==> config.mk <==
export PLATFORM = sky130hd
export DESIGN_NAME = clbc_bus_ctrl
export DESIGN_NICKNAME = d
export VERILOG_FILES = /design/src/design/clbc_pkg.sv /design/src/design/clbc_lock_if.sv /design/src/design/clbc_bus_ctrl.sv /design/src/design/clbc_lock_track.sv
export SDC_FILE = /design/constraint.sdc
export NUM_CORES = 1
export LEC_CHECK = 0
export ABC_AREA = 1
export ABC_CLOCK_PERIOD_IN_PS = 2870
export BUFFER_PORTS_ARGS = -buffer_cell sky130_fd_sc_hd__clkbuf_2
export CORE_MARGIN = 1
export CORE_UTILIZATION = 35
export DETAILED_ROUTE_END_ITERATION = 8
export GPL_TIMING_DRIVEN = 0
export SLEW_MARGIN = 5
export SYNTH_ARGS = -nofsm -noshare
export SYNTH_HDL_FRONTEND = slang
export SYNTH_SLANG_ARGS = --single-unit
export TNS_END_PERCENT = 50
==> constraint.sdc <==
create_clock -name i_mclk -period 2.87 [get_ports i_mclk]
set_input_delay 0 -clock i_mclk [delete_from_list [all_inputs] [get_ports i_mclk]]
set_output_delay 0 -clock i_mclk [all_outputs]
set_load 0.05 [all_outputs]
==> src/design/clbc_pkg.sv <==
// package: constants and types for the local bus control block
package clbc_pkg;
  localparam int CLBC_CLK_MHZ = 20;
  localparam int CLBC_IDLE_WINDOW = 3;
  localparam logic [1:0] CLBC_QS_NOP = 2'h0;
  localparam logic [1:0] CLBC_QS_FIRST = 2'h1;
  localparam logic [1:0] CLBC_QS_EMPTY = 2'h2;
  localparam logic [1:0] CLBC_QS_NEXT = 2'h3;
  typedef enum logic [2:0] {
    CLBC_TI = 3'b000,
    CLBC_T1 = 3'b001,
    CLBC_T2 = 3'b010,
    CLBC_T3 = 3'b011,
    CLBC_TW = 3'b100,
    CLBC_T4 = 3'b101,
    CLBC_TH = 3'b110
  } clbc_state_e;
  typedef enum logic [1:0] {
    CLBC_CYC_READ = 2'b00,
    CLBC_CYC_WRITE = 2'b01,
    CLBC_CYC_INT_ACK_STROBE_N = 2'b10
  } clbc_cyc_e;
endpackage

==> src/design/clbc_lock_if.sv <==
// interface: lock state shared between bus sequencer and lock tracker
`timescale 1ns/1ps
interface clbc_lock_if;
  logic locked;
  logic lock_halt;
  logic int_hold_off;
  modport tracker (output locked, output lock_halt, output int_hold_off);
  modport user (input locked, input lock_halt, input int_hold_off);
endinterface

==> src/design/clbc_bus_ctrl.sv <==
// top: minimum-mode local bus control sequencer
// Operation
// idle bus yields during next clock
// cycle within 3 clocks uses active rules
// active cycle yields at T4 if conditions met
// lock from prefix until next instruction ends
// lock output floats while yield acknowledged
// queue status shown clock after operation
// queue codes nop, first, empty, subsequent
// memory/io select valid T4 before to final T4; code only switches it on entry to T1
// write strobe low T2, T3, wait
// int ack strobe low T2, T3, wait
// address latch high T1, never floated
// direction high transmit, timed like select
// transceiver enable spans cycle per direction
// yield ack mid T1, bus floats together; code raises the ack on the edge ending T4 or an idle clock
// drop ack on low request, resume when needed
// requester supplies synchronous yield request
// grant request recorded, held during lock
// locked halt ignores yields, interrupt exits
// interrupts deferred across prefixed instruction
// repeated string interruptible, lock held; code drops the lock when the interrupt is taken
// states T1, T2, T3, waits, T4
`timescale 1ns/1ps
module clbc_bus_ctrl (
  input wire logic i_mclk,
  input wire logic i_rst,
  input wire logic i_ce,
  input wire logic i_cyc_req,
  input wire clbc_pkg::clbc_cyc_e i_cyc_type,
  input wire logic i_cyc_mem,
  input wire logic i_cyc_odd_low,
  input wire logic i_cyc_first_int_ack_strobe_n,
  input wire logic i_ready,
  input wire logic i_hold,
  input wire logic i_rq,
  input wire logic [1:0] i_queue_op,
  input wire logic i_lock_prefix,
  input wire logic i_prefix,
  input wire logic i_instr_done,
  input wire logic i_halt,
  input wire logic i_string_elem,
  input wire logic i_int_req,
  output logic o_cyc_busy,
  output logic o_int_take,
  output logic o_ale,
  output logic o_wr_n,
  output logic o_wr_oe,
  output logic o_int_ack_strobe_n,
  output logic o_mio,
  output logic o_mio_oe,
  output logic o_xcvr_direction,
  output logic o_xcvr_direction_oe,
  output logic o_xcvr_enable_n,
  output logic o_xcvr_enable_oe,
  output logic o_lock_n,
  output logic o_lock_oe,
  output logic o_bus_yield_ack,
  output logic o_grant,
  output logic [1:0] o_queue_state_code
);
  import clbc_pkg::*;

  clbc_lock_if lk ();
  clbc_state_e st_q;
  clbc_state_e st_d;
  clbc_cyc_e typ_q;
  logic mem_q;
  logic nosplit_q;
  logic hold_s1_q;
  logic hold_q;
  logic rq_s1_q;
  logic rq_q;
  logic early_q;
  logic [1:0] idle_cnt_q;
  logic rq_pend_q;
  logic int_take;
  logic yield_ok;

  // command strobes share one span: t2, t3 and waits
  function automatic logic strobe_span(input clbc_state_e s);
    return s == CLBC_T2 || s == CLBC_T3 || s == CLBC_TW;
  endfunction

  // =====================================
  // pin synchronisers
  // request is meant to be synchronous, but a second stage adds just one clock of latency
  always_ff @(posedge i_mclk) begin
    if (i_rst) begin
      hold_s1_q <= 1'b0;
      hold_q <= 1'b0;
      rq_s1_q <= 1'b0;
      rq_q <= 1'b0;
    end else if (i_ce) begin
      hold_s1_q <= i_hold;
      hold_q <= hold_s1_q;
      rq_s1_q <= i_rq;
      rq_q <= rq_s1_q;
    end
  end

  // =====================================
  // lock tracker
  clbc_lock_track u_lock (
    .i_mclk(i_mclk),
    .i_rst(i_rst),
    .i_ce(i_ce),
    .i_lock_prefix(i_lock_prefix),
    .i_prefix(i_prefix),
    .i_instr_done(i_instr_done),
    .i_halt(i_halt),
    .i_string_elem(i_string_elem),
    .i_int_taken(int_take),
    .lk(lk)
  );

  assign int_take = i_int_req && !lk.int_hold_off;
  // locked halt ignores yields; lock blocks release conditions
  assign yield_ok = hold_q && !lk.locked && !lk.lock_halt;

  // =====================================
  // early request tracking
  // a request seen before T2, or on an idle bus within 3 clocks, counts
  always_ff @(posedge i_mclk) begin
    if (i_rst) begin
      early_q <= 1'b0;
      idle_cnt_q <= 2'h0;
    end else if (i_ce) begin
      if (st_q == CLBC_TI && hold_q && idle_cnt_q != 2'(CLBC_IDLE_WINDOW)) begin
        idle_cnt_q <= idle_cnt_q + 2'h1;
      end else if (!hold_q) begin
        idle_cnt_q <= 2'h0;
      end
      if (!hold_q) begin
        early_q <= 1'b0;
      // an idle request only counts as early within its window
      end else if ((st_q == CLBC_TI && idle_cnt_q != 2'(CLBC_IDLE_WINDOW))
                   || st_q == CLBC_T1) begin
        early_q <= 1'b1; // before T2, or idle-window start
      end
    end
  end

  // =====================================
  // state sequencing
  always_comb begin
    st_d = st_q;
    case (st_q)
      CLBC_TI: begin
        if (yield_ok && !i_cyc_req) begin
          st_d = CLBC_TH;
        end else if (i_cyc_req) begin
          st_d = CLBC_T1;
        end
      end
      CLBC_T1: st_d = CLBC_T2;
      CLBC_T2: st_d = CLBC_T3;
      CLBC_T3: st_d = i_ready ? CLBC_T4 : CLBC_TW;
      CLBC_TW: st_d = i_ready ? CLBC_T4 : CLBC_TW;
      CLBC_T4: begin
        if (yield_ok && early_q && nosplit_q) begin
          st_d = CLBC_TH;
        end else if (i_cyc_req) begin
          st_d = CLBC_T1;
        end else begin
          st_d = CLBC_TI;
        end
      end
      CLBC_TH: begin
        if (!hold_q) begin
          st_d = CLBC_TI;
        end
      end
      default: st_d = CLBC_TI;
    endcase
  end

  always_ff @(posedge i_mclk) begin
    if (i_rst) begin
      st_q <= CLBC_TI;
    end else if (i_ce) begin
      st_q <= st_d;
    end
  end

  // cycle attributes captured on entry to T1
  always_ff @(posedge i_mclk) begin
    if (i_rst) begin
      typ_q <= CLBC_CYC_READ;
      mem_q <= 1'b1;
      nosplit_q <= 1'b1;
    end else if (i_ce && st_d == CLBC_T1 && st_q != CLBC_T1) begin
      typ_q <= i_cyc_type;
      mem_q <= i_cyc_mem;
      nosplit_q <= !i_cyc_odd_low && !i_cyc_first_int_ack_strobe_n;
    end
  end

  // =====================================
  // strobes, registered from next state so outputs are flops
  always_ff @(posedge i_mclk) begin
    if (i_rst) begin
      o_ale <= 1'b0;
      o_wr_n <= 1'b1;
      o_int_ack_strobe_n <= 1'b1;
      o_xcvr_enable_n <= 1'b1;
      o_mio <= 1'b1;
      o_xcvr_direction <= 1'b0;
    end else if (i_ce) begin
      o_ale <= (st_d == CLBC_T1);
      // write strobe uses captured type, valid from T2
      o_wr_n <= !(strobe_span(st_d) && typ_q == CLBC_CYC_WRITE);
      o_int_ack_strobe_n <= !(strobe_span(st_d) && typ_q == CLBC_CYC_INT_ACK_STROBE_N);
      // clock-grained: write from T2 on, read/ack from T3, off at T4
      o_xcvr_enable_n <= !(((st_d == CLBC_T2) && typ_q == CLBC_CYC_WRITE)
                           || st_d == CLBC_T3 || st_d == CLBC_TW);
      // select and direction update on entry to T1, not at the preceding T4
      if (st_d == CLBC_T1 && st_q != CLBC_T1) begin
        o_mio <= i_cyc_mem;
        o_xcvr_direction <= (i_cyc_type == CLBC_CYC_WRITE);
      end
    end
  end

  // =====================================
  // float control and yield acknowledge
  always_ff @(posedge i_mclk) begin
    if (i_rst) begin
      o_bus_yield_ack <= 1'b0;
      o_wr_oe <= 1'b1;
      o_mio_oe <= 1'b1;
      o_xcvr_direction_oe <= 1'b1;
      o_xcvr_enable_oe <= 1'b1;
      o_lock_oe <= 1'b1;
    end else if (i_ce) begin
      // ack and float assert together on one edge
      o_bus_yield_ack <= (st_d == CLBC_TH);
      // lines stay floating after the yield until a cycle needs them
      if (st_d == CLBC_TH) begin
        o_wr_oe <= 1'b0;
        o_mio_oe <= 1'b0;
        o_xcvr_direction_oe <= 1'b0;
        o_xcvr_enable_oe <= 1'b0;
      end else if (st_d == CLBC_T1) begin
        o_wr_oe <= 1'b1;
        o_mio_oe <= 1'b1;
        o_xcvr_direction_oe <= 1'b1;
        o_xcvr_enable_oe <= 1'b1;
      end
      // lock floats only while acknowledged, so a lock prefix arriving during the yield is left floating
      o_lock_oe <= (st_d != CLBC_TH);
    end
  end

  // =====================================
  // lock output, grant, queue status, interrupt take
  always_ff @(posedge i_mclk) begin
    if (i_rst) begin
      o_lock_n <= 1'b1;
      rq_pend_q <= 1'b0;
      o_grant <= 1'b0;
      o_queue_state_code <= CLBC_QS_NOP;
      o_int_take <= 1'b0;
      o_cyc_busy <= 1'b0;
    end else if (i_ce) begin
      o_lock_n <= !(lk.locked || i_lock_prefix);
      // request recorded while locked, grant withheld
      if (rq_q) begin
        rq_pend_q <= 1'b1;
      end else if (o_grant) begin
        rq_pend_q <= 1'b0;
      end
      o_grant <= (rq_q || rq_pend_q) && !lk.locked && !o_grant;
      o_queue_state_code <= i_queue_op; // one clock after the operation
      o_int_take <= int_take;
      o_cyc_busy <= (st_d != CLBC_TI && st_d != CLBC_TH);
    end
  end
endmodule

==> src/design/clbc_lock_track.sv <==
// lock and prefix tracker: lock span, locked halt, interrupt deferral
`timescale 1ns/1ps
module clbc_lock_track (
  input wire logic i_mclk,
  input wire logic i_rst,
  input wire logic i_ce,
  input wire logic i_lock_prefix,
  input wire logic i_prefix,
  input wire logic i_instr_done,
  input wire logic i_halt,
  input wire logic i_string_elem,
  input wire logic i_int_taken,
  clbc_lock_if.tracker lk
);
  logic lock_q;
  logic pend_q;
  logic pfx_q;
  logic halt_q;
  // =====================================
  // lock span
  always_ff @(posedge i_mclk) begin
    if (i_rst) begin
      lock_q <= 1'b0;
      pend_q <= 1'b0;
    end else if (i_ce) begin
      if (i_lock_prefix) begin
        lock_q <= 1'b1;
        pend_q <= 1'b1;
      end else if (i_int_taken) begin
        lock_q <= 1'b0; // a taken interrupt drops lock, string op or locked halt, unless a lock prefix arrives in the same clock
        pend_q <= 1'b0;
      end else if (pend_q && i_instr_done) begin
        lock_q <= 1'b0; // held to end of next instruction
        pend_q <= 1'b0;
      end
    end
  end
  // =====================================
  // prefix deferral and halt
  always_ff @(posedge i_mclk) begin
    if (i_rst) begin
      pfx_q <= 1'b0;
      halt_q <= 1'b0;
    end else if (i_ce) begin
      if (i_prefix || i_lock_prefix) begin
        pfx_q <= 1'b1;
      end else if (i_instr_done) begin
        pfx_q <= 1'b0;
      end
      if (i_int_taken) begin
        halt_q <= 1'b0; // interrupt leaves halt even when locked
      end else if (i_halt) begin
        halt_q <= 1'b1;
      end
    end
  end
  assign lk.locked = lock_q;
  assign lk.lock_halt = lock_q && halt_q;
  // halt and string elements may take interrupts mid-instruction
  // the prefix byte itself defers too, not only the bytes after it
  assign lk.int_hold_off = (pfx_q || i_prefix || i_lock_prefix) && !halt_q && !i_string_elem
                           && !i_halt;
endmodule

==> flow_summary.json <==
{
  "status": "complete, no violations",
  "r2r_start": "st_q[2]",
  "peakVddDrop_mv": 0.3453,
  "syn-num-nets": 232,
  "grt.total_usage_pct": 17.80,
  "grt_pass1_vias": 1379,
  "synth_top_area_cell": "dfxtp_1",
  "io_buffers": 35,
  "ys.warnings.count": 0,
  "cp-startpoint": "st_q[2]",
  "synth-compound-area-share_pct": 16.56,
  "antenna_found_initial": 0,
  "setup_tns_ns": 0,
  "grt_pass1_wl_um": 6072,
  "fin_crit_sh_pct": 65.77,
  "fillers": 445,
  "worstReg2RegEnd": "nosplit_q",
  "skew_ns": 0.003951,
  "totalPowerFinal_mw": 1.076,
  "htree_levels": 2,
  "hold_slack_ns": 0.009563,
  "cts_num_sinks": 32,
  "timing.final.crit_period_ns": 1.888,
  "vias_per_cell": 4.672,
  "post-dp-hpwl_um": 2583,
  "cts_made_buffers": 5,
  "placementRows": 23,
  "synth_top_cell_area_share_pct": 41.97,
  "cp.arrival_ns": 2.06,
  "dr_total_vias": 1467,
  "ioPinCount": 38,
  "tightest_slew_ns": 0.5759,
  "placed_area_sq_um": 1764,
  "cap_viol_max_count": 0,
  "dieArea_sq_um": 4629,
  "maxSlewViolCount": 0,
  "drive_above_1_share_pct": 26.52,
  "p_leak_nw": 0.9359,
  "pre_cts_slack_ns": 1.486,
  "cp-end-kind": "flip-flop",
  "synth_area_sq_um": 1526,
  "ant_nets": 0,
  "die_w_um": 68.04,
  "post_drt_wl_per_cell_um": 11.34,
  "grt_max_degree": 11,
  "synthXorXnorAreaFrac_pct": 0.5738,
  "postCtsSetupBuffers": 0,
  "cts-root-buf": "clkbuf_8",
  "diodes": 0,
  "final_cell_count_no_fill": 314,
  "synth_fa_ha_area_share_pct": 0.8197,
  "rsz0062_at_grt": "false",
  "final_hold_viol_count": 0,
  "final_util_pct": 47.83,
  "drtIter0Drc": 40,
  "critPathKind": "reg2reg",
  "yosys-top-cells-area": "dfxtp_1, nand2_1, a21oi_1",
  "area_growth_pct": 28.03,
  "cp-start-kind": "flip-flop",
  "stdcell_area_sq_um": 1954,
  "fin_nets": 284,
  "setup_violations": 0,
  "drt_first_pass_iters": 4,
  "worstPathMaxFanout": 10,
  "synthCells": 211,
  "clk_pin_slew_ns": 0.06,
  "clock.fmax_mhz": 529.8,
  "die_y_um": 68.04,
  "synthMuxAreaShare_pct": 0,
  "synth.distinct_cells": 29,
  "p_per_area_nw_per_um2": 550.3,
  "hp-start": "i_cyc_type[1]",
  "syn_avg_cell_area_sq_um": 7.234,
  "setup_slack_ns": 0.9823,
  "ctsResizeCount": 0,
  "seq_area_frac_synth_pct": 41.97,
  "cts-hold-fix-buffers": 10,
  "synth-simple-area-share_pct": 28.93,
  "r2r_setup_slack_ns": 0.98,
  "critical_path.endpoint": "nosplit_q",
  "grt_overflow_total": 0,
  "tritoncts": "done",
  "clk_latency_ns": 0.28,
  "placed_cells": 296,
  "crit_required_ns": 3.04,
  "synth_top_family_by_area": "simple AND/OR/NAND/NOR gates",
  "synth-seq-cells": 32,
  "route.detailed.drc": 0,
  "initial_core_util_pct": 37.35,
  "min_path_type": "in2reg",
  "relSlewSlack_pct": 61.61,
  "fp.coreArea_sq_um": 4086,
  "gp_congestion": 0.7897,
  "clock_path_buffers": 2,
  "reg2regPathDepth": 7,
  "wirelength_um": 3560
}
==> cell usage in the layout, fill, tap and decap left out <==
| master | n |
|---|---|
| o211ai_1 | 3 |
| nand3_1 | 10 |
| o21ai_2 | 1 |
| o31ai_1 | 4 |
| buf_4 | 4 |
| a21oi_1 | 21 |
| buf_6 | 1 |
| nand3b_1 | 1 |
| nor2_2 | 5 |
| xor2_1 | 1 |
| buf_2 | 3 |
| clkinv_1 | 1 |
| o21ai_0 | 12 |
| a211o_1 | 1 |
| clkbuf_8 | 6 |
| nor3_1 | 2 |
| dfxtp_1 | 32 |
| inv_1 | 20 |
| ha_1 | 1 |
| nor2_1 | 25 |
| clkinv_2 | 1 |
| nand2_2 | 4 |
| nand4_1 | 1 |
| nor2_4 | 2 |
| clkbuf_1 | 7 |
| a21oi_2 | 2 |
| nand2_1 | 42 |
| nand3_2 | 2 |
| nand3_4 | 1 |
| clkbuf_2 | 35 |
| dlygate4sd3_1 | 10 |
| inv_2 | 3 |
==> worst min path at each step <==
stage / endpoint / depth (start not counted) / slack (ns)
6_report: o_xcvr_direction / 3 / 0.01
5_1_grt: o_xcvr_direction / 3 / 0.004
4_1_cts: o_xcvr_direction / 3 / 0.005
3_5_place_dp: nosplit_q / 2 / 0.19
3_3_place_gp: nosplit_q / 2 / 0.19
2_1_floorplan: nosplit_q / 1 / 0.10
==> power by group <==
group	total [mW]	internal, mW	switching, mW
registers	0.493	0.474	0.0186
clock network	0.353	0.195	0.158
logic	0.229	0.0785	0.151
==> cell families after synthesis <==
| kind of cell | Yosys count |
|---|---|
| XOR/XNOR | 1 |
| AND/OR/NAND/NOR | 95 |
| adder cells (fa/ha/maj) | 1 |
| flip-flops | 32 |
| buffers and inverters | 38 |
| AO/OA/AOI/OAI | 44 |
==> routing by layer <==
metal | up-vias | wire, um | part of all wire [%] | global-route usage, %
met5 | - | 0 | 0 | 0
met4 | 0 | 68 | 1.9 | 8.594
met1 | 647 | 1688 | 47 | 22.63
met3 | 7 | 147 | 4.1 | 3.000
met2 | 35 | 1657 | 47 | 28.92
li1 | 778 | - | - | -
==> state kept, by name, summed over array words and instances (netlist names), 2 cells and up <==
name,count
idle_cnt_q,2
typ_q,2
st_q,3
o_queue_state_code,2
==> synth_stat cells <==
| master | number |
|---|---|
| nand3_2 | 2 |
| a21oi_1 | 21 |
| buf_4 | 4 |
| dfxtp_1 | 32 |
| o21ai_0 | 12 |
| inv_1 | 20 |
| buf_6 | 1 |
| ha_1 | 1 |
| a21oi_2 | 2 |
| nor3_1 | 2 |
| nand3b_1 | 1 |
| clkinv_2 | 1 |
| nor2_2 | 5 |
| nand2_2 | 4 |
| buf_2 | 3 |
| nand2_1 | 42 |
| o21ai_2 | 1 |
| xor2_1 | 1 |
| o211ai_1 | 3 |
| nand3_1 | 10 |
| a211o_1 | 1 |
| nor2_4 | 2 |
| o31ai_1 | 4 |
| clkinv_1 | 1 |
| nand3_4 | 1 |
| nand4_1 | 1 |
| inv_2 | 3 |
| nor2_1 | 25 |
| clkbuf_1 | 5 |
==> final cells by class <==
| type | count | area (sq um) | share of cell area (%) |
|---|---|---|---|
| multi-input cells | 141 | 715.7 | 36.62 |
| flip-flops and latches | 32 | 640.6 | 32.78 |
| repair buffers | 45 | 275.3 | 14.08 |
| well taps | 50 | 62.56 | 3.201 |
| plain buffers | 13 | 75.07 | 3.841 |
| clock buffers | 8 | 90.09 | 4.609 |
| inverters | 25 | 95.09 | 4.866 |
==> critical path, stage by stage, from the launching register on <==
cell,delay (ns)
dfxtp_1,0.31
buf_2,0.18
nand3_2,0.14
o21ai_2,0.19
nand3_4,0.17
a21oi_1,0.16
o31ai_1,0.08
dlygate4sd3_1,0.54
No activity file was read; power rests on OpenSTA's default activity.
